===== src/rtl/swr_defs.svh =====
// Constants of the supervisor, watchdog and regulator control block.
`ifndef SWR_DEFS_SVH
`define SWR_DEFS_SVH
// Summary of operation
// Reset output goes low on output undervoltage or watchdog timeout.
// After voltage recovers, reset stays low a full pulse time, then releases.
// No strobe edge within the watchdog timeout (280ms fixed) asserts reset.
// Idle strobe gives a pulse train: low pulse time, high timeout.
// Once asserted, reset holds a full pulse time ignoring strobe edges.
// Watchdog counter clears on an in-time strobe edge and on reset.
// Watchdog counter is stopped while reset is low.
// Host must toggle the strobe before the timeout since its last edge.
// Windowed mode: interval shorter than minimum or longer than maximum resets.
// Pulse time and watchdog timeout are set independently.
// Enable turns regulator on; low hold keeps it on after enable falls.
// Held on with enable low, releasing hold switches the regulator off.
// With hold high, enable is a plain on/off control.
// Power-fail flag is low while the sensed input is below 1.231V.
// Pass transistor off above +165 degrees, back on at +145 degrees.
// Windowed mode: select low high, select high low disables the watchdog.
// Strobe is synchronised, edges detected, timeouts counted in cycles.
// Reset is low during power-on reset, then a full pulse time.

// *****************************************************************
// Timing
// *****************************************************************
`define SWR_CLK_MHZ        100
`define SWR_WD_FIXED_MS    280
`define SWR_WD_FIXED_CYC   (`SWR_WD_FIXED_MS * 1000 * `SWR_CLK_MHZ)
`define SWR_CNT_W          32
`define SWR_CNT_ONE        32'h0000_0001
`define SWR_CNT_ZERO       32'h0000_0000

// *****************************************************************
// Synchronised input vector layout
// *****************************************************************
`define SWR_SYNC_W         9
`define SWR_BIT_STROBE     0
`define SWR_BIT_UNDERVOLT  1
`define SWR_BIT_PF_SENSE   2
`define SWR_BIT_ENABLE     3
`define SWR_BIT_HOLD_N     4
`define SWR_BIT_HOT        5
`define SWR_BIT_COOL       6
`define SWR_BIT_WSEL_LO    7
`define SWR_BIT_WSEL_HI    8

// *****************************************************************
// Window select codes {hi, lo} and window ratio shifts
// *****************************************************************
`define SWR_WSEL_R8        2'h0
`define SWR_WSEL_R16       2'h2
`define SWR_WSEL_R64       2'h3
`define SWR_WSEL_OFF       2'h1
`define SWR_SHIFT_R8       3
`define SWR_SHIFT_R16      4
`define SWR_SHIFT_R64      6
`endif


===== src/rtl/swr_pkg.sv =====
// Types of the supervisor, watchdog and regulator control block.
`include "swr_defs.svh"
package swr_pkg;

  typedef enum logic [0:0] {
    ST_PULSE = 1'b0,
    ST_RUN   = 1'b1
  } swr_state_type;

  typedef struct packed {
    logic [`SWR_SYNC_W-1:0] s1;
    logic [`SWR_SYNC_W-1:0] s2;
    logic [`SWR_SYNC_W-1:0] s3;
    logic [`SWR_SYNC_W-1:0] q;
  } swr_sync_type;

  typedef struct packed {
    swr_state_type          state;
    logic [`SWR_CNT_W-1:0]  rst_cnt;
    logic [`SWR_CNT_W-1:0]  wd_cnt;
    logic                   strobe_prev;
    logic                   first_seen;
    logic                   reset_n;
    logic                   pf_n;
    logic                   reg_on;
    logic                   thermal_off;
    logic                   reg_out;
  } swr_regs_type;

endpackage


===== src/rtl/swr_sync.sv =====
// Three-stage synchroniser with agreement filter for the pin inputs.
`include "swr_defs.svh"
module swr_sync
  import swr_pkg::*;
(
  input  wire logic                   ref_clk,
  input  wire logic                   resetn,
  input  wire logic [`SWR_SYNC_W-1:0] pins_in,
  output      logic [`SWR_SYNC_W-1:0] pins_sync
);

  swr_sync_type r;
  swr_sync_type n;

  // *****************************************************************
  // Stage chain
  // *****************************************************************
  // Stage one feeds stage two only; the output follows once stages two
  // and three agree, so a single sampled glitch never reaches the block.
  always_comb begin
    n    = r;
    n.s1 = pins_in;
    n.s2 = r.s1;
    n.s3 = r.s2;
    n.q  = (r.s2 & ~(r.s2 ^ r.s3)) | (r.q & (r.s2 ^ r.s3));
  end

  always_ff @(posedge ref_clk or negedge resetn) begin
    if (!resetn) begin
      r <= '0;
    end else begin
      r <= n;
    end
  end

  assign pins_sync = r.q;

endmodule // swr_sync


===== src/rtl/swr_supervisor.sv =====
// Reset supervisor, watchdog and regulator on/off control.
`include "swr_defs.svh"
module swr_supervisor
  import swr_pkg::*;
#(
  parameter logic [`SWR_CNT_W-1:0] WD_FIXED_CYCLES = `SWR_WD_FIXED_CYC
)
(
  input  wire logic                  ref_clk,
  input  wire logic                  resetn,
  input  wire logic                  watchdog_strobe_in,
  input  wire logic                  undervoltage_in,
  input  wire logic                  power_fail_sense_in,
  input  wire logic                  primary_regulator_on_request,
  input  wire logic                  hold_n_in,
  input  wire logic                  thermal_hot_in,
  input  wire logic                  thermal_cool_in,
  input  wire logic                  window_select_lo,
  input  wire logic                  window_select_hi,
  input  wire logic                  windowed_variant,
  input  wire logic                  use_fixed_watchdog,
  input  wire logic [`SWR_CNT_W-1:0] watchdog_timeout_cycles,
  input  wire logic [`SWR_CNT_W-1:0] reset_pulse_cycles,
  output      logic                  host_reset_n,
  output      logic                  power_fail_flag_n,
  output      logic                  primary_regulator_output
);

  // *****************************************************************
  // Input synchronisation
  // *****************************************************************
  logic [`SWR_SYNC_W-1:0] pins_raw;
  logic [`SWR_SYNC_W-1:0] pins_s;

  assign pins_raw = {window_select_hi, window_select_lo, thermal_cool_in,
                     thermal_hot_in, hold_n_in, primary_regulator_on_request,
                     power_fail_sense_in, undervoltage_in, watchdog_strobe_in};

  swr_sync u_sync (
    .ref_clk   (ref_clk),
    .resetn    (resetn),
    .pins_in   (pins_raw),
    .pins_sync (pins_s)
  );

  logic       strobe_s;
  logic       uv_s;
  logic       pf_s;
  logic       en_s;
  logic       hold_n_s;
  logic       hot_s;
  logic       cool_s;
  logic [1:0] wsel_s;

  assign strobe_s = pins_s[`SWR_BIT_STROBE];
  assign uv_s     = pins_s[`SWR_BIT_UNDERVOLT];
  assign pf_s     = pins_s[`SWR_BIT_PF_SENSE];
  assign en_s     = pins_s[`SWR_BIT_ENABLE];
  assign hold_n_s = pins_s[`SWR_BIT_HOLD_N];
  assign hot_s    = pins_s[`SWR_BIT_HOT];
  assign cool_s   = pins_s[`SWR_BIT_COOL];
  assign wsel_s   = {pins_s[`SWR_BIT_WSEL_HI], pins_s[`SWR_BIT_WSEL_LO]};

  // *****************************************************************
  // Durations
  // *****************************************************************
  // A zero length would never expire, so it is read as one cycle.
  logic [`SWR_CNT_W-1:0] rp_len;
  logic [`SWR_CNT_W-1:0] wd_sel;
  logic [`SWR_CNT_W-1:0] wd_max;
  logic [`SWR_CNT_W-1:0] wd_min;
  logic                  wd_en;

  always_comb begin
    rp_len = (reset_pulse_cycles == `SWR_CNT_ZERO) ? `SWR_CNT_ONE
                                                    : reset_pulse_cycles;
    wd_sel = use_fixed_watchdog ? WD_FIXED_CYCLES : watchdog_timeout_cycles;
    wd_max = (wd_sel == `SWR_CNT_ZERO) ? `SWR_CNT_ONE : wd_sel;
    case (wsel_s)
      `SWR_WSEL_R8: begin
        wd_min = wd_max >> `SWR_SHIFT_R8;
      end
      `SWR_WSEL_R16: begin
        wd_min = wd_max >> `SWR_SHIFT_R16;
      end
      `SWR_WSEL_R64: begin
        wd_min = wd_max >> `SWR_SHIFT_R64;
      end
      default: begin
        wd_min = `SWR_CNT_ZERO;
      end
    endcase
    wd_en = !(windowed_variant && (wsel_s == `SWR_WSEL_OFF));
  end

  // *****************************************************************
  // State
  // *****************************************************************
  swr_regs_type r;
  swr_regs_type n;

  always_comb begin
    logic strobe_edge;
    logic fault;
    strobe_edge   = 1'b0;
    fault         = 1'b0;
    n             = r;
    strobe_edge   = strobe_s ^ r.strobe_prev;
    n.strobe_prev = strobe_s;

    case (r.state)
      ST_PULSE: begin
        // Strobe edges are deliberately dropped here.
        n.wd_cnt     = `SWR_CNT_ZERO;
        n.first_seen = 1'b0;
        n.reset_n    = 1'b0;
        if (uv_s) begin
          n.rst_cnt = `SWR_CNT_ZERO;
        end else if (r.rst_cnt >= rp_len - `SWR_CNT_ONE) begin
          n.state   = ST_RUN;
          n.reset_n = 1'b1;
          n.rst_cnt = `SWR_CNT_ZERO;
        end else begin
          n.rst_cnt = r.rst_cnt + `SWR_CNT_ONE;
        end
      end
      ST_RUN: begin
        if (!wd_en) begin
          n.wd_cnt     = `SWR_CNT_ZERO;
          n.first_seen = 1'b0;
        end else if (strobe_edge) begin
          // The first edge after release has no earlier edge to be
          // too close to, so only later edges can be a fast fault.
          if (windowed_variant && r.first_seen && (r.wd_cnt < wd_min)) begin
            fault = 1'b1;
          end
          n.wd_cnt     = `SWR_CNT_ZERO;
          n.first_seen = 1'b1;
        end else if (r.wd_cnt >= wd_max - `SWR_CNT_ONE) begin
          fault = 1'b1;
        end else begin
          n.wd_cnt = r.wd_cnt + `SWR_CNT_ONE;
        end
        if (uv_s || fault) begin
          n.state      = ST_PULSE;
          n.reset_n    = 1'b0;
          n.wd_cnt     = `SWR_CNT_ZERO;
          n.rst_cnt    = `SWR_CNT_ZERO;
          n.first_seen = 1'b0;
        end
      end
      default: begin
        n.state   = ST_PULSE;
        n.reset_n = 1'b0;
      end
    endcase

    // Power-fail flag follows the comparator indication.
    n.pf_n = pf_s;

    // Enable switches on; a low hold latches the on state until released.
    n.reg_on = en_s | (r.reg_on & ~hold_n_s);

    // Thermal hysteresis between the hot and cool indications.
    if (hot_s) begin
      n.thermal_off = 1'b1;
    end else if (cool_s) begin
      n.thermal_off = 1'b0;
    end
    n.reg_out = n.reg_on & ~n.thermal_off;
  end

  always_ff @(posedge ref_clk or negedge resetn) begin
    if (!resetn) begin
      r <= '0;
    end else begin
      r <= n;
    end
  end

  assign host_reset_n             = r.reset_n;
  assign power_fail_flag_n        = r.pf_n;
  assign primary_regulator_output = r.reg_out;

  // *****************************************************************
  // Checks
  // *****************************************************************
  logic wd_edge_chk;
  assign wd_edge_chk = strobe_s ^ r.strobe_prev;

  AST_UV_RESET:
  assert property (@(posedge ref_clk) disable iff (!resetn)
    uv_s |=> !r.reset_n)
  else $error("Reset not asserted on undervoltage.");

  AST_RELEASE_AFTER_PULSE:
  assert property (@(posedge ref_clk) disable iff (!resetn)
    $rose(r.reset_n) |-> ($past(r.rst_cnt) == $past(rp_len) - `SWR_CNT_ONE)
                         && !$past(uv_s))
  else $error("Reset released before a full pulse time.");

  AST_WD_TIMEOUT:
  assert property (@(posedge ref_clk) disable iff (!resetn)
    (r.state == ST_RUN && wd_en && !wd_edge_chk && !uv_s
     && r.wd_cnt == wd_max - `SWR_CNT_ONE) |=> !r.reset_n ##1 !r.reset_n)
  else $error("Watchdog timeout did not assert reset.");

  AST_PULSE_HOLD:
  assert property (@(posedge ref_clk) disable iff (!resetn)
    (r.state == ST_PULSE && r.rst_cnt < rp_len - `SWR_CNT_ONE)
      |=> !r.reset_n && r.state == ST_PULSE)
  else $error("Reset released during the pulse time.");

  AST_CNT_CLEAR:
  assert property (@(posedge ref_clk) disable iff (!resetn)
    (r.state == ST_RUN && wd_en && wd_edge_chk) |=> r.wd_cnt == `SWR_CNT_ZERO)
  else $error("Watchdog counter not cleared by a strobe edge.");

  AST_CNT_STOP:
  assert property (@(posedge ref_clk) disable iff (!resetn)
    !r.reset_n |-> r.wd_cnt == `SWR_CNT_ZERO)
  else $error("Watchdog counter ran while reset was low.");

  AST_FAST_FAULT:
  assert property (@(posedge ref_clk) disable iff (!resetn)
    (r.state == ST_RUN && wd_en && windowed_variant && wd_edge_chk
     && r.first_seen && r.wd_cnt < wd_min) |=> !r.reset_n)
  else $error("Fast strobe fault did not assert reset.");

  AST_HOLD_OFF:
  assert property (@(posedge ref_clk) disable iff (!resetn)
    (r.reg_on && !en_s && hold_n_s) |=> !r.reg_on && !r.reg_out)
  else $error("Regulator stayed on after hold release.");

  AST_PF_FLAG:
  assert property (@(posedge ref_clk) disable iff (!resetn)
    ##1 r.pf_n == $past(pf_s))
  else $error("Power-fail flag does not follow the comparator.");

  AST_THERMAL:
  assert property (@(posedge ref_clk) disable iff (!resetn)
    hot_s |=> !r.reg_out && r.thermal_off)
  else $error("Output on while over temperature.");

  AST_WD_DISABLED:
  assert property (@(posedge ref_clk) disable iff (!resetn)
    (!wd_en && r.state == ST_RUN && !uv_s) |=> r.reset_n)
  else $error("Disabled watchdog asserted reset.");

  AST_SLOW_FAULT:
  assert property (@(posedge ref_clk) disable iff (!resetn)
    (r.state == ST_RUN && wd_en && windowed_variant && !wd_edge_chk
     && r.wd_cnt == wd_max - `SWR_CNT_ONE) |=> !r.reset_n)
  else $error("Slow strobe fault did not assert reset.");

  AST_FIRST_EDGE_SAFE:
  assert property (@(posedge ref_clk) disable iff (!resetn)
    (r.state == ST_RUN && !r.first_seen && wd_edge_chk && !uv_s) |=> r.reset_n)
  else $error("First strobe edge after release caused a fault.");

  AST_CNT_RESUME:
  assert property (@(posedge ref_clk) disable iff (!resetn)
    (r.state == ST_RUN && wd_en && !wd_edge_chk && !uv_s
     && r.wd_cnt < wd_max - `SWR_CNT_ONE) |=> r.wd_cnt == $past(r.wd_cnt) + `SWR_CNT_ONE)
  else $error("Watchdog counter did not count after release.");

  AST_RELEASE_CLEAR:
  assert property (@(posedge ref_clk) disable iff (!resetn)
    $rose(r.reset_n) |-> r.state == ST_RUN && r.wd_cnt == `SWR_CNT_ZERO)
  else $error("Watchdog counter not idle at reset release.");

  AST_PULSE_ENTRY:
  assert property (@(posedge ref_clk) disable iff (!resetn)
    $fell(r.reset_n) |-> r.state == ST_PULSE && r.wd_cnt == `SWR_CNT_ZERO
                         && r.rst_cnt == `SWR_CNT_ZERO)
  else $error("Watchdog counter not cleared when reset asserted.");

  AST_PULSE_UV:
  assert property (@(posedge ref_clk) disable iff (!resetn)
    (r.state == ST_PULSE && uv_s) |=> !r.reset_n && r.rst_cnt == `SWR_CNT_ZERO)
  else $error("Pulse time not restarted while undervoltage persists.");

  AST_ENABLE_ON:
  assert property (@(posedge ref_clk) disable iff (!resetn)
    en_s |=> r.reg_on)
  else $error("Regulator not switched on by enable.");

  AST_HOLD_KEEP:
  assert property (@(posedge ref_clk) disable iff (!resetn)
    (r.reg_on && !hold_n_s) |=> r.reg_on)
  else $error("Regulator dropped while hold was low.");

  AST_HOLD_PLAIN:
  assert property (@(posedge ref_clk) disable iff (!resetn)
    hold_n_s |=> r.reg_on == $past(en_s))
  else $error("Enable does not act as plain on/off with hold high.");

  AST_COOL_ON:
  assert property (@(posedge ref_clk) disable iff (!resetn)
    (cool_s && !hot_s) |=> !r.thermal_off)
  else $error("Pass transistor not restored after cooling.");

  AST_PF_LOW:
  assert property (@(posedge ref_clk) disable iff (!resetn)
    !pf_s |=> !r.pf_n)
  else $error("Power-fail flag high while sense is below reference.");

endmodule // swr_supervisor


===== config.mk =====
export PLATFORM = sky130hd
export DESIGN_NAME = swr_supervisor
export DESIGN_NICKNAME = d
export VERILOG_FILES = /design/src/rtl/swr_pkg.sv /design/src/rtl/swr_sync.sv /design/src/rtl/swr_supervisor.sv
export VERILOG_INCLUDE_DIRS = /design/src /design/src/rtl
export SDC_FILE = /design/constraint.sdc
export NUM_CORES = 1
export LEC_CHECK = 0
export BUFFER_PORTS_ARGS = -buffer_cell sky130_fd_sc_hd__buf_2
export CAP_MARGIN = 40
export CORE_MARGIN = 8
export CORE_UTILIZATION = 35
export CTS_CLUSTER_DIAMETER = 120
export DETAILED_ROUTE_END_ITERATION = 12
export PLACE_DENSITY = 0.59
export SYNTH_ARGS = -nofsm -noshare
export SYNTH_HDL_FRONTEND = slang
export SYNTH_SLANG_ARGS = --single-unit
export TNS_END_PERCENT = 20

===== constraint.sdc =====
create_clock -name ref_clk -period 7.2 [get_ports ref_clk]
set_input_delay 0 -clock ref_clk [delete_from_list [all_inputs] [get_ports ref_clk]]
set_output_delay 0 -clock ref_clk [all_outputs]
set_load 0.05 [all_outputs]

==> reports/results.ini, run 1 <==
[route]
ant_nets=0
dr.pass1.iters=5
wl_mm=24.7
wl_per_cell_um=16.9
drc_errors=0
vias_per_cell=5.71
dr.first_iter.drc_count=997
via_count=8358

[yosys]
yosysSeqAreaShare_pct=29.9
syn-num-nets=1229
syn_area_um2=9040
synth_top_area_share_pct=29.9
syn_inst=1056
ys_types=76
ys.flop_type=dfrtp_1
async_reset_ff_share_pct=100
synth_edf_count=0
netlist_top_cells_count=nor2_1 (109), dfrtp_1 (108), ha_1 (96)
yosys-top-cells-area=dfrtp_1 (30%), ha_1 (13%), xnor2_1 (5.4%), nor2_1 (4.5%), nand2_1 (3.9%)
yosys.area.top_type=dfrtp_1
yosysMostFrequentCell=nor2_1
synth-warning-count=0
avgSynthCellArea_um2=8.56
synth_seq_cells=108

[pwr]
power_density_nw_per_um2=140
ir_drop_uv=108
leakage_uw=0.00438

[final_layout]
post-route-util_pct=39.7
n_antenna_cell=0
area_growth_pct=12.7
fin_nets=1298
num-fill-cells=2684
drive_gt1_share_pct=11.9

[critical_path]
path_class=in -> reg
crit_fanout=31
arrival_ps=5970
critPathLaunchType=primary input
cp-end-kind=register
worst_ep_required_time_ps=7480

[timing]
setup_violations=0
fin_tns_setup_ps=0
worstMarginPinSlew_ps=811
timing.final.ws_setup_ps=1510
fin_crit_sh_pct=79.1
fin_skew_ps=6.26
drv_slew=0
max_freq_mhz=176
hold_viol=0
whs_ps=217
fin_crit_ps=5690
rsz0062_at_grt=false
timing.slew.headroom_pct=45.5

[grt]
grt_max_degree=63
grt_pass1_vias=7888
grt_pass1_wl_mm=41.0
antenna_found_initial=0
grt_usage_pct=15.9
overflow=0

[clock_network]
clock_path_buffers=2
cts_tree=done
clk_latency_ps=350
cts_root_buffer=clkbuf_16
clock_sinks=108
cts_setup_buffers=0
htreeDepth=3
numCtsBuffers=9
path_clk_slew_ps=70

[min_path]
hold_path_class=in -> async

[floorplanning]
die_h_um=177
die_area_um2=31200
coreArea_um2=25700
fp.dieW_um=177
initial_core_util_pct=35.2
fp-row-count=59
io_pins=80

[placed_design]
io_buffers=79
gp_congestion=0.867
place_ws_ps=1200
dpl.hpwl_mm=18.9

[status]
status=finished, final reports clean

[flow_run]
max_cap_violations=0

-- state kept, by name, indices dropped and copies added, names as in the netlist, named ones only --
register / count
power_fail_flag_n: 1
host_reset_n: 1
u_sync.n: 18
r: 69
u_sync.r: 9
primary_regulator_output: 1
-- cell type report --
| type | instances | area [um2] | area share, % |
|---|---|---|---|
| multi-input combinational | 877 | 6040 | 59.2 |
| sequential | 108 | 2700 | 26.5 |
| tap | 335 | 419 | 4.11 |
| clock buffer | 9 | 225 | 2.21 |
| clock inverter | 7 | 93.8 | 0.921 |
| inverter | 23 | 86.3 | 0.847 |
| timing repair buffer | 106 | 626 | 6.14 |
-- critical path, cell delays in order --
cell	delay (ps)
buf_2	340
buf_4	380
nor3_1	120
nand3_1	140
nor2b_1	110
a21oi_1	190
ha_1	290
o211ai_1	220
or4_4	590
nor4_4	360
nand3_1	160
xnor2_1	200
nand2_1	90
ha_1	320
and4_1	160
a221oi_1	500
o41ai_4	160
buf_4	240
or2_0	210
buf_4	190
nand3b_1	460
buf_4	370
a21oi_1	140
-- kinds of logic after synthesis --
kind of cell | Yosys count | synth area share [%]
buffers and inverters | 71 | 3.43
AO/OA/AOI/OAI | 217 | 16.4
multiplexers | 14 | 1.59
XOR/XNOR | 75 | 7.27
flip-flops | 108 | 29.9
adder cells (fa/ha/maj) | 105 | 14.3
AND/OR/NAND/NOR | 466 | 27.1
-- metal layers --
layer  global-route usage (%)  wire (um)  up-vias
met1                     23.0      12300     3960
met3                     2.37       1290       43
met5                        0          0        -
met4                     4.90        544        0
met2                     23.9      10600      245
li1                         -          -     4110
-- what timing repair did --
item	4_1_cts	5_1_grt
endpoints found under the hold margin	56	0
endpoints found under the setup margin	0	0
hold buffers	11	0
resized for setup	0	0
-- metrics by stage --
stage                     cells  area (um2)  power (uW)
after floorplan            1056        9040         816
after global placement     1437        9760         913
after detailed placement   1438        9760         918
after CTS                  1465       10200        1440
after global routing       1465       10200        1500
final                      1465       10200        1420
-- where the power goes --
group | total, uW | internal [uW] | leakage, uW | switching, uW
Sequential | 639 | 625 | 0.00141 | 14.4
Combinational | 271 | 106 | 0.00282 | 165
Clock | 512 | 251 | 0.000153 | 261
Total | 1420 | 982 | 0.00438 | 440
-- final timing paths --
path | start | slack, ps | depth (start not counted) | to
worst max-delay path | use_fixed_watchdog | 1510 | 23 | r[12]$_DFFE_PN0P_
worst max register to register | register | 2670 | 14 | r[12]$_DFFE_PN0P_
worst min register to register | u_sync.n[19]$_DFF_PN0_ | 350 | 0 | u_sync.n[10]$_DFF_PN0_
max in group asynchronous | resetn | 5780 | 3 | async pin
worst min-delay path | resetn | 220 | 2 | r[11]$_DFFE_PN0P_
min in group ref_clk | primary_regulator_on_request | 270 | 2 | u_sync.n[21]$_DFF_PN0_
-- cells in the final DEF (no fill, tap or decap), types with 12 or more instances in the layout --
cell type,synthesis,layout
a21o_1,14,14
a21oi_1,70,70
buf_2,5,79
o21ai_0,38,38
ha_1,96,96
nor2b_1,12,12
nand3_1,48,48
nand4_1,32,32
xnor2_1,56,56
dfrtp_1,108,108
nor3_1,46,46
xor2_1,19,19
nor2_1,109,109
a221o_1,21,21
buf_4,0,16
nand2_1,95,95
nor4_1,38,38
inv_1,21,21
or3_1,13,13
Power figures use the tool's default switching activity.
==> run 2: changes to the inputs <==
--- a/config.mk
+++ b/config.mk
@@ -12,7 +12,7 @@
 export CORE_UTILIZATION = 35
 export CTS_CLUSTER_DIAMETER = 120
 export DETAILED_ROUTE_END_ITERATION = 12
-export PLACE_DENSITY = 0.59
+export PLACE_DENSITY = 0.6
 export SYNTH_ARGS = -nofsm -noshare
 export SYNTH_HDL_FRONTEND = slang
 export SYNTH_SLANG_ARGS = --single-unit
==> constraint.sdc (replaced) <==
create_clock -name ref_clk -period 4.87 [get_ports ref_clk]
set_input_delay 0 -clock ref_clk [delete_from_list [all_inputs] [get_ports ref_clk]]
set_output_delay 0 -clock ref_clk [all_outputs]
set_load 0.05 [all_outputs]
==> run 2 against run 1 <==
  * Cell count is 2.5% higher
  * Via count decreased by 0.51%
  * Sequential share of layout area down 0.75 points
  * Combinational power grew 52%
  * Worst hold slack got worse by 51 ps
  * Non-clock buffer count grew 36
  * Die area unchanged
  * Worst setup slack worse by 1100 ps
  * Final area rose by 2.9%
  * Utilization grew 1.2 points
  * Flip-flop and latch count is the same
  * Critical endpoint unchanged
  * Global-route usage down 0.49 points
==> reports/results.ini, run 2 (synthesis gave the netlist of run 1 again) <==
[timing]
hold_viol=0  ; unchanged
whs_ps=166  ; -51.3 ps
drv_slew=0  ; unchanged
fin_crit_sh_pct=92.2
worstMarginPinSlew_ps=805  ; -5.21 ps
fin_skew_ps=12.2  ; +5.96 ps
max_freq_mhz=223
fin_crit_ps=4490
setup_violations=0  ; unchanged
timing.slew.headroom_pct=46.3  ; +0.85 points
rsz0062_at_grt=false

[grt]
grt_busiest_layer=met2
grt_pass1_vias=7915  ; +0.34%
overflow=0  ; unchanged
grt_pass1_wl_mm=40.1  ; -2.1%
met1_usage_pct=21.9  ; -1.1 points
grtUsageMet3_pct=2.07  ; -0.30 points
grt_usage_pct=15.4  ; -0.49 points
antenna_found_initial=0  ; unchanged
grt_max_degree=64  ; +1.6%
gr-usage-met2_pct=24.3  ; +0.42 points

[critical_path]
rr_worst_depth=13  ; -1
max_stage_delay_ps=570  ; -20 ps
path_class=in -> reg
crit_fanout=10  ; -68%
cp_num_cells=22  ; -4.3%
worst_ep_required_time_ps=5150  ; -2330 ps
critPathLaunchType=primary input
cp_top_family=simple AND/OR/NAND/NOR gates
cp-end-kind=register
arrival_ps=4770  ; -1200 ps
crit_chain=buf_2, or2_2, or4_1, nor3_1, nor2b_2, a21oi_1, ha_1, o211ai_1, or4_4, nor4_2, nor3b_2, xor2_1, nand2_1, ha_1, nand4_1, inv_1, a221oi_2, a21boi_1, or2_1, buf_4, or4_1, a21oi_1
cp_slowest_cell=or4_4
cp_num_buf_inv=3  ; -2

[pwr]
swShare_pct=30.3  ; -0.67 points
netSwitchingPower_uw=634  ; +44%
internal_power_uw=1460  ; +49%
pwr-share-seq_pct=45.1  ; +0.2 points
leakage_uw=0.00457  ; +4.2%
ir_drop_uv=209  ; +93%
comb_power_share_pct=19.7  ; +0.6 points
power_density_nw_per_um2=200  ; +43%
clkPwrFrac_pct=35.2  ; -0.8 points

[route]
dr.pass1.iters=7  ; +2
wl_mm=24.0  ; -2.9%
vias_per_cell=5.54  ; -2.9%
dr.first_iter.drc_count=788  ; -21%
drc_errors=0  ; unchanged
ant_nets=0  ; unchanged
via_count=8315  ; -0.51%
wl_per_cell_um=16.0  ; -5.2%

[final_layout]
final_common_cell=nor2_1
largest_reg_flops=69  ; unchanged
area_growth_pct=16.0
fin_area_um2=10500  ; +2.9%
post-route-util_pct=40.8  ; +1.2 points
mostFrequentLayoutCells=nor2_1 (109), dfrtp_1 (108), ha_1 (96), nand2_1 (95), buf_2 (78)
drive_gt1_share_pct=15.0  ; +3.1 points
top_register=r
final_cells=1501  ; +2.5%
num-fill-cells=2616  ; -2.5%
fin_nets=1334  ; +2.8%
n_antenna_cell=0  ; unchanged

[min_path]
hold_path_class=in -> async

[floorplanning]
die_area_um2=31200  ; unchanged
fp-row-count=59  ; unchanged
initial_core_util_pct=35.2  ; unchanged
io_pins=80  ; unchanged
coreArea_um2=25700  ; unchanged
die_h_um=177  ; unchanged
fp.dieW_um=177  ; unchanged

[placed_design]
place_area_um2=10000  ; +2.9%
gp_congestion=0.868  ; about the same
dp.cells=1474  ; +2.5%
io_buffers=79  ; unchanged
dpl.hpwl_mm=18.6  ; -1.5%

[clock_network]
htreeDepth=3  ; unchanged
cts_root_buffer=clkbuf_16
cts_tree=done
clk_latency_ps=350  ; about the same
clock_path_buffers=2  ; unchanged
path_clk_slew_ps=80  ; about the same
cts_setup_buffers=0  ; unchanged
numCtsBuffers=9  ; unchanged
clock_sinks=108  ; unchanged

[flow_run]
max_cap_violations=0  ; unchanged

[status]
status=finished, final reports clean

-- run 2: through the flow --
stage                     TNS (ps)  total power [uW]  setup WS (ps)
after floorplan                  0              1210           29.8
after global placement       -5710              1360           -152
after detailed placement     -4020              1370           -128
after CTS                        0              2120            227
after global routing             0              2220           8.99
final                            0              2090            379
-- run 2: area by class of cell --
class	instances	area, um2	area share [%]
clock buffer	9	225	2.15
clock inverter	7	80.1	0.764
inverter	23	86.3	0.823
multi-input combinational	877	6060	57.8
sequential	108	2700	25.8
tap	335	419	4.00
timing repair buffer	142	915	8.72
-- run 2: power groups by stage --
stage                     Combinational (uW)  Clock (uW)  Sequential [uW]
final                                    412         737              945
after floorplan                          244           0              962
after global placement                   398           0              962
after global routing                     461         806              951
after detailed placement                 404           0              964
after CTS                                412         764              946
-- run 2: per-layer routing --
metal / share of wire [%] / vias up / wire length (um)
li1: - / 4182 / -
met1: 50 / 3900 / 12000
met2: 45 / 215 / 10700
met3: 4.1 / 18 / 994
met4: 1.3 / 0 / 318
met5: 0 / - / 0
-- run 2: path summary, 6_finish.rpt --
check | start | end | slack [ps]
min in group ref_clk | window_select_hi | u_sync.n[26]$_DFF_PN0_ | 290
min reg2reg | u_sync.n[18]$_DFF_PN0_ | u_sync.n[9]$_DFF_PN0_ | 350
min | resetn | u_sync.n[21]$_DFF_PN0_ | 170
max in group asynchronous | resetn | r[21]$_DFFE_PN0P_ | 3470
max | use_fixed_watchdog | r[12]$_DFFE_PN0P_ | 380
max reg2reg | register | r[61]$_DFFE_PN0P_ | 780
-- run 2: worst register-to-register path, delay by kind of cell, from the launching register on --
family | cells | cell delay, ps
AO/OA/AOI/OAI | 8 | 1790
flip-flops | 1 | 700
adder cells (fa/ha/maj) | 1 | 310
buffers and inverters | 1 | 430
AND/OR/NAND/NOR | 3 | 710
-- run 2: timing repair --
| action | 4_1_cts | 5_1_grt |
|---|---|---|
| endpoints found under the setup margin | 0 | 56 |
| hold endpoints to repair | 55 | 0 |
| resized for setup | 0 | 7 |
| hold buffers | 11 | 0 |
==> run 3: changes to the inputs <==
--- a/config.mk
+++ b/config.mk
@@ -13,6 +13,7 @@
 export CTS_CLUSTER_DIAMETER = 120
 export DETAILED_ROUTE_END_ITERATION = 12
 export PLACE_DENSITY = 0.6
+export SETUP_SLACK_MARGIN = 0.4
 export SYNTH_ARGS = -nofsm -noshare
 export SYNTH_HDL_FRONTEND = slang
 export SYNTH_SLANG_ARGS = --single-unit
==> run 3 against run 2 <==
  * Final area grew 3.3%
  * Flip-flop and latch count is the same
  * Register-to-register slack gained 90 ps
  * Global-route usage grew 0.26 points
  * Largest cell class unchanged
==> reports/results.ini, run 3 (synthesis gave the netlist of run 1 again) <==
[timing]
worstMarginPinSlew_ps=783  ; -22.4 ps
drv_slew=0  ; unchanged
fin_crit_sh_pct=88.3  ; -3.9 points
rsz0062_at_grt=true
setup_violations=0  ; unchanged
fin_tns_setup_ps=0  ; unchanged
timing.slew.headroom_pct=47.8  ; +1.5 points
whs_ps=218  ; +52.3 ps
hold_viol=0  ; unchanged
max_freq_mhz=233  ; +4.5%
fin_skew_ps=8.19  ; -4.03 ps
fin_crit_ps=4300  ; -192 ps

[grt]
grt_pass1_vias=8185  ; +3.4%
grt_max_degree=64  ; unchanged
grt_pass1_wl_mm=40.7  ; +1.5%
overflow=0  ; unchanged
antenna_found_initial=0  ; unchanged
grt_usage_pct=15.7  ; +0.26 points

[floorplanning]
fp.dieW_um=177  ; unchanged
initial_core_util_pct=35.2  ; unchanged
die_area_um2=31200  ; unchanged
die_h_um=177  ; unchanged
coreArea_um2=25700  ; unchanged
io_pins=80  ; unchanged
fp-row-count=59  ; unchanged

[clock_network]
cts_tree=done
clk_latency_ps=350  ; about the same
clock_sinks=108  ; unchanged
path_clk_slew_ps=80  ; about the same
clock_path_buffers=2  ; unchanged
cts_root_buffer=clkbuf_16
numCtsBuffers=9  ; unchanged
htreeDepth=3  ; unchanged

[placed_design]
dpl.hpwl_mm=18.8  ; +0.94%
io_buffers=79  ; unchanged
gp_congestion=0.849  ; -2.2%
place_area_um2=10200  ; +1.1%

[critical_path]
r2r_setup_slack_ps=870  ; +90 ps
critPathLaunchType=primary input
arrival_ps=4600  ; -170 ps
crit_fanout=12  ; +2
path_class=in -> reg
worst_ep_required_time_ps=5170  ; +20 ps
cp-end-kind=register

[final_layout]
area_growth_pct=19.8
drive_gt1_share_pct=18.3  ; +3.3 points
fin_nets=1342  ; +0.60%
largest_reg_flops=69  ; unchanged
num-fill-cells=2612  ; -0.15%
n_antenna_cell=0  ; unchanged
mostFrequentLayoutCells=nor2_1 (108), dfrtp_1 (108), nand2_1 (95), ha_1 (93), buf_2 (76)
top_register=r
fin_area_um2=10800  ; +3.3%

[route]
drc_errors=0  ; unchanged
wl_mm=24.4  ; +1.5%
via_count=8366  ; +0.61%
wl_per_cell_um=16.2  ; +1.0%
dr.pass1.iters=5  ; -2
dr.first_iter.drc_count=796  ; +1.0%
vias_per_cell=5.54  ; about the same
ant_nets=0  ; unchanged

[pwr]
power_density_nw_per_um2=197  ; -1.2%
ir_drop_uv=192  ; -8.2%
finalPower_uw=2140  ; +2.0%
leakage_uw=0.00466  ; +2.1%

[min_path]
hold_path_class=in -> async

[status]
status=finished, final reports clean

[flow_run]
max_cap_violations=0  ; unchanged

==> run 3: cell types whose count changed in the layout (fill, tap and decap cells not counted), sizes merged <==
cell      previous run  this run
clkinv               6         7
clkbuf               9        10
buf                131       138
clkinvlp             1         0
==> run 3: power by group <==
part           switching [uW]  total (uW)  internal [uW]  leakage (uW)
combinational             249         432            183       0.00310
clock                     384         755            371      0.000153
sequential               25.0         949            924       0.00141
==> run 3: per-layer routing <==
metal  vias to the layer above  part of all wire [%]  GRT usage, %
li1                       4195                     -             -
met1                      3947                    50          22.0
met2                       200                    44          24.8
met3                        24                   4.5          2.03
met4                         0                   1.6          4.20
met5                         -                     0             0
==> run 3: worst max-delay path: stages <==
cell	delay [ps]
buf_2	100
or4_4	530
or4_4	430
or3_4	360
nor4_4	370
a21oi_2	100
ha_1	200
nand2b_1	90
nor3_1	70
nand3_1	160
nor3_1	90
xnor2_1	140
ha_1	350
a2111oi_2	370
a21oi_1	120
a211o_1	320
o21a_4	230
buf_8	160
nor4b_2	270
a221o_1	130
==> run 3: worst paths after layout <==
| path | startpoint | endpoint | cells past startpoint |
|---|---|---|---|
| min reg2reg | u_sync.n[26]$_DFF_PN0_ | u_sync.n[17]$_DFF_PN0_ | 0 |
| max reg2reg | register | r[41]$_DFFE_PN0P_ | 13 |
| max in group asynchronous | resetn | r[33]$_DFFE_PN0P_ | 3 |
| min | resetn | r[11]$_DFFE_PN0P_ | 2 |
| max | reset_pulse_cycles[22] | r[47]$_DFFE_PN0P_ | 20 |
| min in group ref_clk | thermal_hot_in | u_sync.n[23]$_DFF_PN0_ | 2 |
==> run 3: layout make-up <==
cell class	count	area, um2	area share, %
multi-input combinational	877	6280	58.0
sequential	108	2700	25.0
clock inverter	7	93.8	0.866
timing repair buffer	150	1020	9.42
inverter	23	86.3	0.797
tap	335	419	3.87
clock buffer	9	225	2.08
==> run 3: repair_timing <==
action	4_1_cts	5_1_grt
hold buffers	11	0
pin swaps	1	19
setup buffers	0	6
resized for setup	0	42
endpoints found under the setup margin	2	66
endpoints found under the hold margin	55	0
==> run 3: stage by stage <==
stage	util, %	instances	setup slack [ps]
after floorplan	-	1056	344
after global placement	39.5	1476	126
after detailed placement	39.5	1476	33.2
after CTS	41.2	1503	410
after global routing	42.2	1509	307
final	42.2	1509	570
